### src/shared/bk3_pkg.sv
// package for the buck3 control register block
package bk3_pkg;
   // register offsets (printed offsets are not multiples of four: kept as indices)
   localparam logic [15:0] BK3_CTRL1_IDX   = 16'h4060;
   localparam logic [15:0] BK3_CTRL2_IDX   = 16'h4061;
   localparam logic [15:0] BK3_ONCFG_IDX   = 16'h4062;
   localparam logic [15:0] BK3_SLPCFG_IDX  = 16'h4063;
   localparam logic [15:0] BK3_IRQ_STS_IDX = 16'h4070;
   localparam logic [15:0] BK3_IRQ_MSK_IDX = 16'h4071;
   localparam logic [15:0] BK3_KEY_IDX     = 16'h4072;
   localparam logic [15:0] BK3_STATUS_IDX  = 16'h4073;
   // field positions, control one
   localparam int BK3_CLKINV_BIT = 12;
   localparam int BK3_FLOAT_BIT  = 7;
   localparam int BK3_SS_LO      = 4;
   localparam int BK3_HCL_LO     = 2;
   localparam int BK3_CAP_LO     = 0;
   // field positions, control two
   localparam int BK3_UVA_LO     = 14;
   localparam int BK3_HSRC_LO    = 11;
   localparam int BK3_HVSEL_BIT  = 10;
   localparam int BK3_HMODE_LO   = 8;
   localparam int BK3_OVP_BIT    = 7;
   // field positions, on and sleep config
   localparam int BK3_MODE_LO    = 8;
   // reset values and write masks
   localparam logic [15:0] BK3_CTRL1_RST  = 16'h0014;
   localparam logic [15:0] BK3_CTRL2_RST  = 16'h0300;
   localparam logic [15:0] BK3_ONCFG_RST  = 16'h0100;
   localparam logic [15:0] BK3_SLPCFG_RST = 16'h0300;
   localparam logic [15:0] BK3_CTRL1_MASK = 16'h10BF;
   localparam logic [15:0] BK3_CTRL2_MASK = 16'hDF80;
   localparam logic [15:0] BK3_CFG_MASK   = 16'h037F;
   // security key value, arbitrary
   localparam logic [15:0] BK3_KEY_VALUE  = 16'h9A5C;
   // voltage code saturation
   localparam logic [6:0]  BK3_VCODE_MAX  = 7'h66;
   // interrupt status bits
   localparam int BK3_IRQ_UV = 0;
   localparam int BK3_IRQ_OV = 1;
   // timing
   localparam longint BK3_CLK_HZ     = 40000000;
   localparam longint BK3_SS1_NS     = 512000;
   localparam longint BK3_SS2_NS     = 4096000;
   localparam longint BK3_SS3_NS     = 32768000;
   localparam longint BK3_TICK_NS    = 512000;
   localparam int     BK3_TICK_CYC   = int'((BK3_TICK_NS * BK3_CLK_HZ + 64'd999999999) / 64'd1000000000);
   localparam int     BK3_SS_STEPS   = 3;
   localparam logic [6:0] BK3_SS1_TICKS = 7'(BK3_SS1_NS / BK3_TICK_NS);
   localparam logic [6:0] BK3_SS2_TICKS = 7'(BK3_SS2_NS / BK3_TICK_NS);
   localparam logic [6:0] BK3_SS3_TICKS = 7'(BK3_SS3_NS / BK3_TICK_NS);

   // operating modes
   localparam logic [1:0] BK3_MODE_FCCM = 2'h0;
   localparam logic [1:0] BK3_MODE_AUTO = 2'h1;
   localparam logic [1:0] BK3_MODE_LDO  = 2'h2;
   localparam logic [1:0] BK3_MODE_HYST = 2'h3;
   // undervoltage actions
   localparam logic [1:0] BK3_UVA_IGNORE = 2'h0;
   localparam logic [1:0] BK3_UVA_OFF    = 2'h1;
   localparam logic [1:0] BK3_UVA_RESET  = 2'h2;

   typedef struct packed {
      logic       enable;
      logic       clock_invert;
      logic       float_when_off;
      logic       discharge;
      logic [1:0] op_mode;
      logic [6:0] voltage_code;
      logic [1:0] current_step;
      logic [1:0] hyst_current_limit;
      logic [1:0] output_cap_range;
      logic       overvolt_protect;
   } bk3_drive_s;

   typedef struct packed {
      logic [15:0] addr;
      logic [15:0] wdata;
      logic        wr;
      logic        rd;
   } bk3_bus_s;
endpackage

### src/bk3_control_regs.sv
// buck3 converter control registers and hardware-control logic
// Function
// RL1: bit 12 inverts converter switching clock phase
// RL2: float bit: discharge or float when disabled
// RL3: soft-start field sets each of three steps
// RL4: bits 3:2 set hysteretic current limit
// RL5: current-limit writes need unlocked security key
// RL6: undervoltage action: ignore, off, system reset
// RL7: every undervoltage raises an interrupt; code sets status on each rise, but irq_q only with mask bit 0 set
// RL8: source selects hardware-control input one/two/either
// RL9: hardware control picks ON or SLEEP voltage
// RL10: hardware-control mode field, 01 disables converter
// RL11: output capacitor range field at bits 1:0
// RL12: ON voltage code saturates at top code
// RL13: input asserted applies hardware settings, else ON
//
// Implementation choice: the strobed register port.
`timescale 1ns/1ps
module bk3_control_regs
   import bk3_pkg::*;
(
   // clock and reset
   input  wire logic        sys_clk,
   input  wire logic        reset,
   // register port
   input  wire logic [15:0] reg_addr,
   input  wire logic [15:0] reg_wdata,
   input  wire logic        reg_wr,
   input  wire logic        reg_rd,
   output logic [15:0]      reg_rdata_q,
   // hardware-control inputs and converter monitors
   input  wire logic        hwctl_in1,
   input  wire logic        hwctl_in2,
   input  wire logic        buck3_undervolt,
   input  wire logic        buck3_overvolt,
   input  wire logic        buck3_enable_req,
   // converter drive
   output bk3_drive_s       drive_q,
   output logic             system_reset_req_q,
   output logic             irq_q
);
   logic [15:0] ctrl1_q;
   logic [15:0] ctrl2_q;
   logic [15:0] oncfg_q;
   logic [15:0] slpcfg_q;
   logic        unlocked_q;
   logic        uv_off_q;
   logic        uv_prev_q;
   logic        ov_prev_q;
   logic        uv_rise;
   logic        ov_rise;
   logic        hw_active;
   logic        conv_on;
   logic [1:0]  sel_mode;
   logic [6:0]  sel_code;
   logic [1:0]  ss_step;
   logic        ss_done;
   logic [1:0]  irq_sts;
   logic [1:0]  irq_msk;
   bk3_drive_s  drive_d;
   logic [15:0] rdata_d;

   function automatic logic hit(input logic [15:0] a, input logic [15:0] idx);
      return a == idx;
   endfunction

   function automatic logic [6:0] sat_code(input logic [6:0] c);
      return (c > BK3_VCODE_MAX) ? BK3_VCODE_MAX : c; // [RL12]
   endfunction

   // security key: writing the key value unlocks, any other value locks
   always_ff @(posedge sys_clk or posedge reset) begin
      if (reset) begin
         unlocked_q <= 1'b0;
      end else if (reg_wr && hit(reg_addr, BK3_KEY_IDX)) begin
         unlocked_q <= (reg_wdata == BK3_KEY_VALUE);
      end
   end

   // control one
   always_ff @(posedge sys_clk or posedge reset) begin
      if (reset) begin
         ctrl1_q <= BK3_CTRL1_RST;
      end else if (reg_wr && hit(reg_addr, BK3_CTRL1_IDX)) begin
         ctrl1_q <= reg_wdata & BK3_CTRL1_MASK;
         if (!unlocked_q) begin
            ctrl1_q[BK3_HCL_LO +: 2] <= ctrl1_q[BK3_HCL_LO +: 2]; // [RL5]
         end
      end
   end

   // control two
   always_ff @(posedge sys_clk or posedge reset) begin
      if (reset) begin
         ctrl2_q <= BK3_CTRL2_RST;
      end else if (reg_wr && hit(reg_addr, BK3_CTRL2_IDX)) begin
         ctrl2_q <= reg_wdata & BK3_CTRL2_MASK;
      end
   end

   // ON and SLEEP voltage and mode
   always_ff @(posedge sys_clk or posedge reset) begin
      if (reset) begin
         oncfg_q  <= BK3_ONCFG_RST;
         slpcfg_q <= BK3_SLPCFG_RST;
      end else if (reg_wr && hit(reg_addr, BK3_ONCFG_IDX)) begin
         oncfg_q <= reg_wdata & BK3_CFG_MASK;
      end else if (reg_wr && hit(reg_addr, BK3_SLPCFG_IDX)) begin
         slpcfg_q <= reg_wdata & BK3_CFG_MASK;
      end
   end

   // event edges
   always_ff @(posedge sys_clk or posedge reset) begin
      if (reset) begin
         uv_prev_q <= 1'b0;
         ov_prev_q <= 1'b0;
      end else begin
         uv_prev_q <= buck3_undervolt;
         ov_prev_q <= buck3_overvolt && ctrl2_q[BK3_OVP_BIT];
      end
   end
   assign uv_rise = buck3_undervolt && !uv_prev_q;
   assign ov_rise = buck3_overvolt && ctrl2_q[BK3_OVP_BIT] && !ov_prev_q;

   // undervoltage response
   always_ff @(posedge sys_clk or posedge reset) begin
      if (reset) begin
         uv_off_q           <= 1'b0;
         system_reset_req_q <= 1'b0;
      end else begin
         system_reset_req_q <= uv_rise && (ctrl2_q[BK3_UVA_LO +: 2] == BK3_UVA_RESET); // [RL6]
         if (!buck3_enable_req) begin
            uv_off_q <= 1'b0;
         end else if (uv_rise && ctrl2_q[BK3_UVA_LO +: 2] == BK3_UVA_OFF) begin
            uv_off_q <= 1'b1; // [RL6]
         end
      end
   end

   // hardware-control source decode
   always_comb begin
      case (ctrl2_q[BK3_HSRC_LO +: 2]) // [RL8]
         2'h1:    hw_active = hwctl_in1;
         2'h2:    hw_active = hwctl_in2;
         2'h3:    hw_active = hwctl_in1 | hwctl_in2;
         default: hw_active = 1'b0;
      endcase
   end

   // select applied voltage and mode
   always_comb begin
      if (hw_active) begin // [RL13]
         sel_code = ctrl2_q[BK3_HVSEL_BIT] ? slpcfg_q[6:0] : oncfg_q[6:0]; // [RL9]
         sel_mode = ctrl2_q[BK3_HMODE_LO +: 2]; // [RL10]
         conv_on  = buck3_enable_req && (ctrl2_q[BK3_HMODE_LO +: 2] != BK3_MODE_AUTO); // [RL10]
      end else begin
         sel_code = oncfg_q[6:0];
         sel_mode = oncfg_q[BK3_MODE_LO +: 2];
         conv_on  = buck3_enable_req;
      end
      conv_on = conv_on && !uv_off_q;
   end

   bk3_softstart u_softstart (
      .sys_clk              (sys_clk),
      .reset                (reset),
      .run                  (conv_on),
      .buck3_softstart_step (ctrl1_q[BK3_SS_LO +: 2]),
      .step_q               (ss_step),
      .done_q               (ss_done)
   );

   // drive bundle
   always_comb begin
      drive_d                    = '0;
      drive_d.enable             = conv_on;
      drive_d.clock_invert       = ctrl1_q[BK3_CLKINV_BIT]; // [RL1]
      drive_d.float_when_off     = !conv_on && ctrl1_q[BK3_FLOAT_BIT]; // [RL2]
      drive_d.discharge          = !conv_on && !ctrl1_q[BK3_FLOAT_BIT]; // [RL2]
      drive_d.op_mode            = sel_mode;
      drive_d.voltage_code       = sat_code(sel_code); // [RL12]
      drive_d.current_step       = ss_step; // [RL3]
      drive_d.hyst_current_limit = ctrl1_q[BK3_HCL_LO +: 2]; // [RL4]
      drive_d.output_cap_range   = ctrl1_q[BK3_CAP_LO +: 2]; // [RL11]
      drive_d.overvolt_protect   = ctrl2_q[BK3_OVP_BIT];
   end

   always_ff @(posedge sys_clk or posedge reset) begin
      if (reset) begin
         drive_q <= '0;
      end else begin
         drive_q <= drive_d;
      end
   end

   // interrupts: undervoltage status always set, independent of action; irq_q only when mask bit set
   bk3_irq u_irq (
      .sys_clk   (sys_clk),
      .reset     (reset),
      .event_set ({ov_rise, uv_rise}), // [RL7]
      .sts_wr    (reg_wr && hit(reg_addr, BK3_IRQ_STS_IDX)),
      .msk_wr    (reg_wr && hit(reg_addr, BK3_IRQ_MSK_IDX)),
      .wdata     (reg_wdata[1:0]),
      .sts_q     (irq_sts),
      .msk_q     (irq_msk),
      .irq_q     (irq_q)
   );

   // read mux
   always_comb begin
      case (reg_addr)
         BK3_CTRL1_IDX:   rdata_d = ctrl1_q;
         BK3_CTRL2_IDX:   rdata_d = ctrl2_q;
         BK3_ONCFG_IDX:   rdata_d = oncfg_q;
         BK3_SLPCFG_IDX:  rdata_d = slpcfg_q;
         BK3_IRQ_STS_IDX: rdata_d = {14'h0000, irq_sts};
         BK3_IRQ_MSK_IDX: rdata_d = {14'h0000, irq_msk};
         BK3_KEY_IDX:     rdata_d = {15'h0000, unlocked_q};
         BK3_STATUS_IDX:  rdata_d = {11'h000, uv_off_q, hw_active, ss_done, ss_step};
         default:         rdata_d = 16'h0000;
      endcase
   end

   always_ff @(posedge sys_clk or posedge reset) begin
      if (reset) begin
         reg_rdata_q <= 16'h0000;
      end else if (reg_rd) begin
         reg_rdata_q <= rdata_d;
      end else begin
         reg_rdata_q <= 16'h0000;
      end
   end
endmodule // bk3_control_regs

### src/bk3_irq.sv
// sticky interrupt status with mask for buck3
`timescale 1ns/1ps
module bk3_irq
   import bk3_pkg::*;
(
   // clock and reset
   input  wire logic       sys_clk,
   input  wire logic       reset,
   // events and software access
   input  wire logic [1:0] event_set,
   input  wire logic       sts_wr,
   input  wire logic       msk_wr,
   input  wire logic [1:0] wdata,
   // state
   output logic [1:0]      sts_q,
   output logic [1:0]      msk_q,
   output logic            irq_q
);
   // set wins over write-one-to-clear
   always_ff @(posedge sys_clk or posedge reset) begin
      if (reset) begin
         sts_q <= 2'h0;
      end else begin
         sts_q <= (sts_q & ~(sts_wr ? wdata : 2'h0)) | event_set;
      end
   end

   always_ff @(posedge sys_clk or posedge reset) begin
      if (reset) begin
         msk_q <= 2'h0;
      end else if (msk_wr) begin
         msk_q <= wdata;
      end
   end

   always_ff @(posedge sys_clk or posedge reset) begin
      if (reset) begin
         irq_q <= 1'b0;
      end else begin
         irq_q <= |(((sts_q & ~(sts_wr ? wdata : 2'h0)) | event_set) & msk_q);
      end
   end
endmodule // bk3_irq

### src/bk3_softstart.sv
// soft-start step sequencer for the buck3 converter
`timescale 1ns/1ps
module bk3_softstart
   import bk3_pkg::*;
(
   // clock and reset
   input  wire logic       sys_clk,
   input  wire logic       reset,
   // control
   input  wire logic       run,
   input  wire logic [1:0] buck3_softstart_step,
   // status
   output logic [1:0]      step_q,
   output logic            done_q
);
   typedef enum logic [2:0] {
      BK3_SS_IDLE = 3'b001,
      BK3_SS_STEP = 3'b010,
      BK3_SS_DONE = 3'b100
   } bk3_ss_e;

   bk3_ss_e    state_q;
   logic [6:0] ticks_q;
   logic [6:0] limit;
   logic [15:0] div_q;
   logic        tick;

   always_comb begin
      case (buck3_softstart_step)
         2'h1:    limit = BK3_SS1_TICKS;
         2'h2:    limit = BK3_SS2_TICKS;
         default: limit = BK3_SS3_TICKS;
      endcase
   end

   // 512us tick divider
   assign tick = (div_q == 16'(BK3_TICK_CYC - 1));
   always_ff @(posedge sys_clk or posedge reset) begin
      if (reset) begin
         div_q <= 16'h0000;
      end else if (!run || tick) begin
         div_q <= 16'h0000;
      end else begin
         div_q <= div_q + 16'h0001;
      end
   end

   // three intermediate current steps [RL3]
   always_ff @(posedge sys_clk or posedge reset) begin
      if (reset) begin
         state_q <= BK3_SS_IDLE;
         ticks_q <= 7'h00;
         step_q  <= 2'h0;
         done_q  <= 1'b0;
      end else if (!run) begin
         state_q <= BK3_SS_IDLE;
         ticks_q <= 7'h00;
         step_q  <= 2'h0;
         done_q  <= 1'b0;
      end else begin
         case (state_q)
            BK3_SS_IDLE: begin
               if (buck3_softstart_step == 2'h0) begin
                  state_q <= BK3_SS_DONE;
                  step_q  <= 2'(BK3_SS_STEPS);
                  done_q  <= 1'b1;
               end else begin
                  state_q <= BK3_SS_STEP;
                  step_q  <= 2'h1;
               end
            end
            BK3_SS_STEP: begin
               if (tick) begin
                  if (ticks_q + 7'h01 >= limit) begin
                     ticks_q <= 7'h00;
                     if (step_q == 2'(BK3_SS_STEPS)) begin
                        state_q <= BK3_SS_DONE;
                        done_q  <= 1'b1;
                     end else begin
                        step_q <= step_q + 2'h1;
                     end
                  end else begin
                     ticks_q <= ticks_q + 7'h01;
                  end
               end
            end
            BK3_SS_DONE: done_q <= 1'b1;
            default:     state_q <= BK3_SS_IDLE;
         endcase
      end
   end
endmodule // bk3_softstart

### config.mk
export PLATFORM = sky130hd
export DESIGN_NAME = bk3_control_regs
export DESIGN_NICKNAME = d
export VERILOG_FILES = /design/src/shared/bk3_pkg.sv /design/src/bk3_control_regs.sv /design/src/bk3_irq.sv /design/src/bk3_softstart.sv
export SDC_FILE = /design/constraint.sdc
export NUM_CORES = 1
export LEC_CHECK = 0
export ABC_CLOCK_PERIOD_IN_PS = 3650
export BUFFER_PORTS_ARGS = -buffer_cell sky130_fd_sc_hd__buf_2
export CAP_MARGIN = 20
export CORE_AREA = 2 2 120 122
export DETAILED_ROUTE_END_ITERATION = 12
export DIE_AREA = 0 0 122 124
export GPL_TIMING_DRIVEN = 0
export PLACE_DENSITY = 0.66
export REMOVE_ABC_BUFFERS = 1
export SLEW_MARGIN = 5
export SYNTH_ARGS = -nofsm -noshare
export SYNTH_HDL_FRONTEND = slang
export SYNTH_HIERARCHICAL = 1
export SYNTH_SLANG_ARGS = --single-unit
export TNS_END_PERCENT = 5
### constraint.sdc
create_clock -name sys_clk -period 3.65 [get_ports sys_clk]
set_input_delay 0.365 -clock sys_clk [delete_from_list [all_inputs] [get_ports sys_clk]]
set_output_delay 0.365 -clock sys_clk [all_outputs]
set_load 0.005 [all_outputs]
==> flow_summary_export.csv, run 1 <==
group,metric,value,unit
run_status,outcome,"complete, no violations",
worst_setup_path,critPathKind,"reg2reg",
pwr,power.share.clock,0.381,
routing,wl_met3,782,µm
run,max_cap_violations,0,
routing,wl_met2,6060,µm
pwr,seqPwrFrac,0.519,
pwr,comb_power_share,0.100,
logic_synthesis,synth_ff_type,"dfrtp_1",
timing,fin_crit_sh,0.936,
hold_path,holdPathStages,1,
hold_path,hold_class,"in2reg",
worst_setup_path,cp-end-kind,"register",
logic_synthesis,synth-seq-cells,108,
pwr,swShare,0.270,
cts,clk_path_buf_depth,2,
floorplanning,dieArea,15100,µm²
layout,antennaDiodeCount,0,
placement,pre_cts_ws,225,ps
pwr,p_switching,0.676,mW
timing,fin_crit,3420,ps
placement,place_area,5740,µm²
cts,cts_root_buf,"clkbuf_16",
timing,setup_slack,234,ps
global_route,grt_pass1_vias,3864,
routing,routed_via_density,5.46,
logic_synthesis,synthArstFlopShare,1.00,
pwr,vdd_drop_max,0.222,mV
worst_setup_path,r2r_end,"u_softstart/ticks_q[4]",
cts,clk_latency,350,ps
worst_setup_path,reg2reg_slack,230,ps
placement,dp_hpwl,9140,µm
timing,rsz0062_at_grt,"no",
hold_path,min_from,"buck3_undervolt",
layout,n_fill_cell,1303,
floorplanning,fp.dieW,122,µm
floorplanning,ios,79,
worst_setup_path,rr_startpoint,"ctrl2_q[11]",
logic_synthesis,netlist_instances,447,
worst_setup_path,reg2regPathDepth,8,
floorplanning,start_util,0.375,
logic_synthesis,synth_edf_count,0,
global_route,antenna_found_initial,0,
logic_synthesis,synth_area,5150,µm²
timing,finClkSkew,8.07,ps
routing,dr_total_vias,3880,
routing,routed_wl,12200,µm
routing,wl_met1,5050,µm
cts,clock_sinks,108,
layout,fin_area,6040,µm²
logic_synthesis,ys_seq_area_frac,0.527,
timing,tightest_slew,925,ps
worst_setup_path,start_kind,"register",
routing,dr.first_iter.drc_count,304,
routing,highest_layer,"met4",
worst_setup_path,worst-path-max-fanout,14,
global_route,grtUsageTotal,0.168,
layout,nets,575,
cts,clkTransAtPathRegs,80,ps
logic_synthesis,yosysWarnings,6,
routing,drc,0,
timing,drv_slew,0,
timing,hold_viol,0,
cts,cts_tree,"done",
routing,routedWlPerCell,17.1,µm
timing,max_slew_margin,0.381,
logic_synthesis,synth_cell_types,72,
pwr,internal_power,1.83,mW
global_route,grt_pass1_wl,19600,µm
routing,dr.pass1.iters,5,
layout,drive_gt1_frac,0.306,
floorplanning,rows,43,
pwr,leakagePower,2.90,nW
logic_synthesis,synth.avg_cell_area,11.5,µm²
floorplanning,die_h,124,µm
worst_setup_path,arrival,3690,ps
worst_setup_path,crit_required,3930,ps
timing,max_freq,293,MHz
cts,post_cts_buffers,0,
global_route,gr-total-overflow,0,
layout,syn_to_final_growth,17.4,%
layout,fin_util,0.440,
timing,setup_viol,0,
hold_path,hold_path_end,"uv_prev_q",
placement,numPortBuffers,77,
cts,cts_htree_levels,3,
floorplanning,core,13700,µm²
placement,gp_congestion,0.906,
cts,numCtsBuffers,9,
pwr,p_per_area,415,nW/µm²
global_route,grt_max_degree,69,
routing,antenna_left,0,
[power groups by stage]
stage	Combinational (mW)	Sequential (mW)	Clock, mW
floorplan	0.151	1.30	0
global placement	0.229	1.32	0
detailed placement	0.248	1.32	0
CTS	0.249	1.30	0.974
global route	0.280	1.31	1.03
finish	0.250	1.30	0.955
[cell families (layout without fill, tap and decap cells)]
group	Yosys count	in the layout	synth area share
fa+ha+maj	9	9	0.0219
flops	108	108	0.527
compound gates	77	77	0.107
other cells	1	1	0.000729
mux	47	47	0.104
buf+inv	33	116	0.0304
simple gates	157	157	0.183
xor+xnor	15	15	0.0255
[flip-flops by register name (all words and copies together), names as in the netlist, 2 cells and up]
name,flops
ctrl1_q,8
slpcfg_q,9
u_softstart/div_q,16
ctrl2_q,8
oncfg_q,9
u_irq/sts_q,2
u_softstart/state_q,3
reg_rdata_q,15
drive_q,20
u_softstart/ticks_q,7
u_irq/msk_q,2
u_softstart/step_q,2
[what timing repair did]
item	in CTS	in global routing
endpoints found under the hold margin	11	0
hold buffers	1	0
resized for setup	0	0
endpoints found under the setup margin	0	0
[layout make-up]
cell class,instances,area [µm²],share of cell area
clock buffer,9,225,0.0373
clock inverter,7,65.1,0.0108
inverter,19,73.8,0.0122
multi-input combinational,306,2280,0.378
sequential,108,2710,0.449
tap,180,225,0.0373
timing repair buffer,81,455,0.0754
[cell usage after synthesis (4+ instances only)]
cell type | count | area (µm²)
dfrtp_1 | 100 | 2500
mux2_2 | 40 | 450
nor2_1 | 40 | 150
inv_1 | 19 | 71.3
nand2_1 | 18 | 67.6
nand3_1 | 16 | 80.1
o21ai_0 | 11 | 55.1
a22oi_1 | 9 | 67.6
ha_1 | 9 | 113
nand2b_1 | 9 | 56.3
dfstp_2 | 8 | 210
xor2_1 | 8 | 70.1
a21oi_1 | 7 | 35.0
and3_1 | 7 | 43.8
o21ai_1 | 7 | 35.0
xnor2_1 | 7 | 61.3
nand4_1 | 6 | 37.5
nor4_1 | 6 | 37.5
buf_2 | 5 | 25.0
clkbuf_1 | 5 | 18.8
mux2i_1 | 5 | 50.1
nand4b_1 | 5 | 43.8
nor2b_1 | 5 | 31.3
or4_1 | 5 | 37.5
and3b_1 | 4 | 35.0
nor3_1 | 4 | 20.0
o211ai_1 | 4 | 30.0
or3_1 | 4 | 25.0
[critical path, cell delays in order, from the launching register on]
cell	delay [ps]
dfrtp_1	420
a22oi_1	530
nor3b_1	170
nor3b_2	780
inv_1	310
or3_1	450
o41a_1	220
or2_1	300
o2bb2ai_1	150
[routing by layer]
metal,vias up,GRT usage
li1,1793,-
met1,1909,0.208
met2,153,0.290
met3,25,0.0288
met4,0,0.0690
met5,-,0
[through the flow]
step / hold slack, ps / cells / total power [mW] / setup TNS (ps)
after floorplan: 144 / 433 / 1.45 / 0
after global placement: 295 / 690 / 1.55 / -3490
after detailed placement: 284 / 692 / 1.57 / 0
after CTS: 132 / 709 / 2.52 / 0
after global routing: 132 / 710 / 2.62 / 0
final: 137 / 710 / 2.51 / 0
[worst max path at each step]
| stage | from | end | slack [ps] | cells past startpoint |
|---|---|---|---|---|
| global route | ctrl2_q[11] | u_softstart/ticks_q[2] | 60 | 8 |
| global placement | hwctl_in1 | u_softstart/ticks_q[4] | -460 | 9 |
| finish | ctrl2_q[11] | u_softstart/ticks_q[4] | 230 | 8 |
| floorplan | ctrl2_q[11] | u_softstart/ticks_q[4] | 830 | 8 |
| CTS | ctrl2_q[11] | u_softstart/ticks_q[2] | 260 | 8 |
| detailed placement | hwctl_in1 | u_softstart/ticks_q[2] | 230 | 9 |
[placed cells by master (no fill, tap or decap), types with 4 or more instances in the layout]
cell / n
xor2_1: 8
a21oi_1: 7
nor2b_1: 5
o21ai_1: 7
mux2i_1: 5
nand3_1: 16
nand2b_1: 9
nand4_1: 6
nor2_1: 40
nand2_1: 18
a22oi_1: 9
or4_1: 5
and3_1: 7
clkbuf_16: 9
ha_1: 9
xnor2_1: 7
or3_1: 4
o21ai_0: 11
mux2_2: 40
buf_2: 77
and3b_1: 4
nand4b_1: 5
nor3_1: 4
o211ai_1: 4
nor4_1: 6
inv_1: 18
dfrtp_1: 100
dfstp_2: 8
No activity file was read; power rests on OpenSTA's default activity.
==> run 2: changes to the inputs <==
- CORE_AREA: 2 2 120 122 -> 2 2 96 98
- CTS_CLUSTER_SIZE: unset -> 10
- DIE_AREA: 0 0 122 124 -> 0 0 98 100
- PLACE_DENSITY: 0.66 -> 0.92
==> run 2 against run 1 <==
Effect of this change: clock power fell by 27%; cell area fell by 3.7%; setup slack improved by 33 ps; global-route usage rose by 8.2 points; sequential cell count did not move; total power fell by 10%; cell count fell by 10%.
==> flow_summary_export.csv, run 2 (synthesis results as in run 1) <==
group,metric,value,unit
placement,pre_cts_ws,301,ps
worst_setup_path,crit_required,3940,ps
timing,fin_crit,3380,ps
cts,clock_sinks,108,
placement,gp_congestion,0.963,
timing,setup_slack,266,ps
placement,dp_hpwl,8790,µm
timing,setup_viol,0,
cts,cts_htree_levels,3,
routing,dr.pass1.iters,7,
worst_setup_path,cp-end-kind,"register",
cts,clk_path_buf_depth,2,
worst_setup_path,reg2regPathDepth,8,
floorplanning,fp.dieW,98,µm
hold_path,hold_path_end,"uv_prev_q",
timing,drv_slew,0,
routing,routed_via_density,6.16,
floorplanning,ios,79,
global_route,antenna_found_initial,0,
cts,clkTransAtPathRegs,100,ps
routing,dr_total_vias,3931,
worst_setup_path,rr_startpoint,"ctrl2_q[11]",
floorplanning,die_h,100,µm
hold_path,hold_class,"in2reg",
run,max_cap_violations,0,
timing,max_freq,296,MHz
timing,hold_viol,0,
cts,cts_tree,"done",
worst_setup_path,start_kind,"register",
routing,antenna_left,0,
timing,finalHoldWorstSlack,109,ps
floorplanning,dieArea,9800,µm²
pwr,p_per_area,386,nW/µm²
routing,routed_wl,11900,µm
worst_setup_path,critPathKind,"reg2reg",
placement,placed_cells,621,
layout,antennaDiodeCount,0,
hold_path,holdPathStages,1,
layout,largest_register_ffs,20,
layout,nets,573,
worst_setup_path,reg2reg_slack,270,ps
layout,final_cells,638,
worst_setup_path,arrival,3680,ps
routing,drc,0,
global_route,grt_max_degree,75,
hold_path,min_from,"buck3_undervolt",
worst_setup_path,r2r_end,"u_softstart/ticks_q[2]",
global_route,grt_pass1_vias,3885,
floorplanning,core,8890,µm²
layout,top_register,"drive_q",
layout,top_regs,"drive_q x20, u_softstart/div_q x16, reg_rdata_q x15",
pwr,leakagePower,2.83,nW
routing,routedWlPerCell,18.7,µm
pwr,vdd_drop_max,0.214,mV
timing,max_slew_margin,0.247,
global_route,grt_pass1_wl,19400,µm
global_route,grtUsageTotal,0.250,
floorplanning,rows,35,
cts,numCtsBuffers,9,
floorplanning,start_util,0.579,
timing,fin_crit_sh,0.927,
layout,syn_to_final_growth,13.0,%
routing,dr.first_iter.drc_count,269,
timing,rsz0062_at_grt,"no",
layout,mostFrequentLayoutCell,"dfrtp_1",
cts,clk_latency,370,ps
timing,tightest_slew,1120,ps
global_route,gr-total-overflow,0,
layout,drive_gt1_frac,0.302,
layout,final_cell_mix,"dfrtp_1 (100), buf_2 (77), mux2_2 (40), nor2_1 (40)",
cts,cts_root_buf,"clkbuf_8",
run_status,outcome,"complete, no violations",
worst_setup_path,worst-path-max-fanout,14,
placement,numPortBuffers,77,
cts,ctsResizeCount,0,
timing,finClkSkew,11.9,ps
-- run 2: cell types whose count changed in the layout (fill, tap and decap cells not counted) --
cell       delta
inv_6         -1
clkbuf_16     -9
clkinv_4      +2
buf_16        -1
clkbuf_8     +10
clkbuf_2      -1
inv_8         -2
clkinv_2      -1
-- run 2: area by class of cell --
cell class / count / area (µm²)
repair buffers: 79 / 423
inverters: 19 / 73.8
multi-input cells: 306 / 2280
clock buffers: 10 / 138
flip-flops and latches: 108 / 2710
clock inverters: 5 / 46.3
well taps: 111 / 139
fillers: 657 / 3070
-- run 2: layer usage --
| metal | part of all wire | vias to the layer above | global-route usage |
|---|---|---|---|
| met5 | 0 | - | 0 |
| met3 | 0.075 | 27 | 0.0536 |
| met2 | 0.51 | 188 | 0.432 |
| li1 | - | 1796 | - |
| met4 | 0.026 | 0 | 0.103 |
| met1 | 0.39 | 1920 | 0.308 |
-- run 2: where the power goes --
group / internal, mW / switching, mW / total (mW)
Combinational: 0.0998 / 0.151 / 0.251
Sequential: 1.25 / 0.0547 / 1.30
Clock: 0.274 / 0.418 / 0.693
-- run 2: through the flow --
stage / setup TNS [ps] / total power, mW / instance area (µm²) / util
after floorplan: 0 / 1.45 / 5060 / -
after global placement: -1440 / 1.54 / 5590 / 0.628
after detailed placement: 0 / 1.56 / 5590 / 0.629
after CTS: 0 / 2.25 / 5790 / 0.651
after global routing: 0 / 2.34 / 5820 / 0.654
final: 0 / 2.24 / 5820 / 0.654
-- run 2: critical path: stages (launching register included) --
cell       delay, ps
dfrtp_1          410
a22oi_1          590
nor3b_1          140
nor3b_2          710
inv_1            300
or3_1            440
o41a_1           220
or2_1            310
o2bb2ai_1        170
-- run 2: how the worst max path moves through the flow --
stage / to / start / slack (ps) / cells after the start
finish: u_softstart/ticks_q[2] / ctrl2_q[11] / 270 / 8
CTS: u_softstart/ticks_q[2] / ctrl2_q[11] / 310 / 8
global route: u_softstart/ticks_q[2] / ctrl2_q[11] / 50 / 8
global placement: u_softstart/ticks_q[2] / hwctl_in1 / -270 / 9
detailed placement: u_softstart/ticks_q[2] / hwctl_in1 / 300 / 9
floorplan: u_softstart/ticks_q[4] / ctrl2_q[11] / 830 / 8
-- run 2: what timing repair did --
| item | 4_1_cts | 5_1_grt |
|---|---|---|
| setup buffers | 0 | 0 |
| endpoints found under the hold margin | 5 | 0 |
| hold buffers | 1 | 0 |
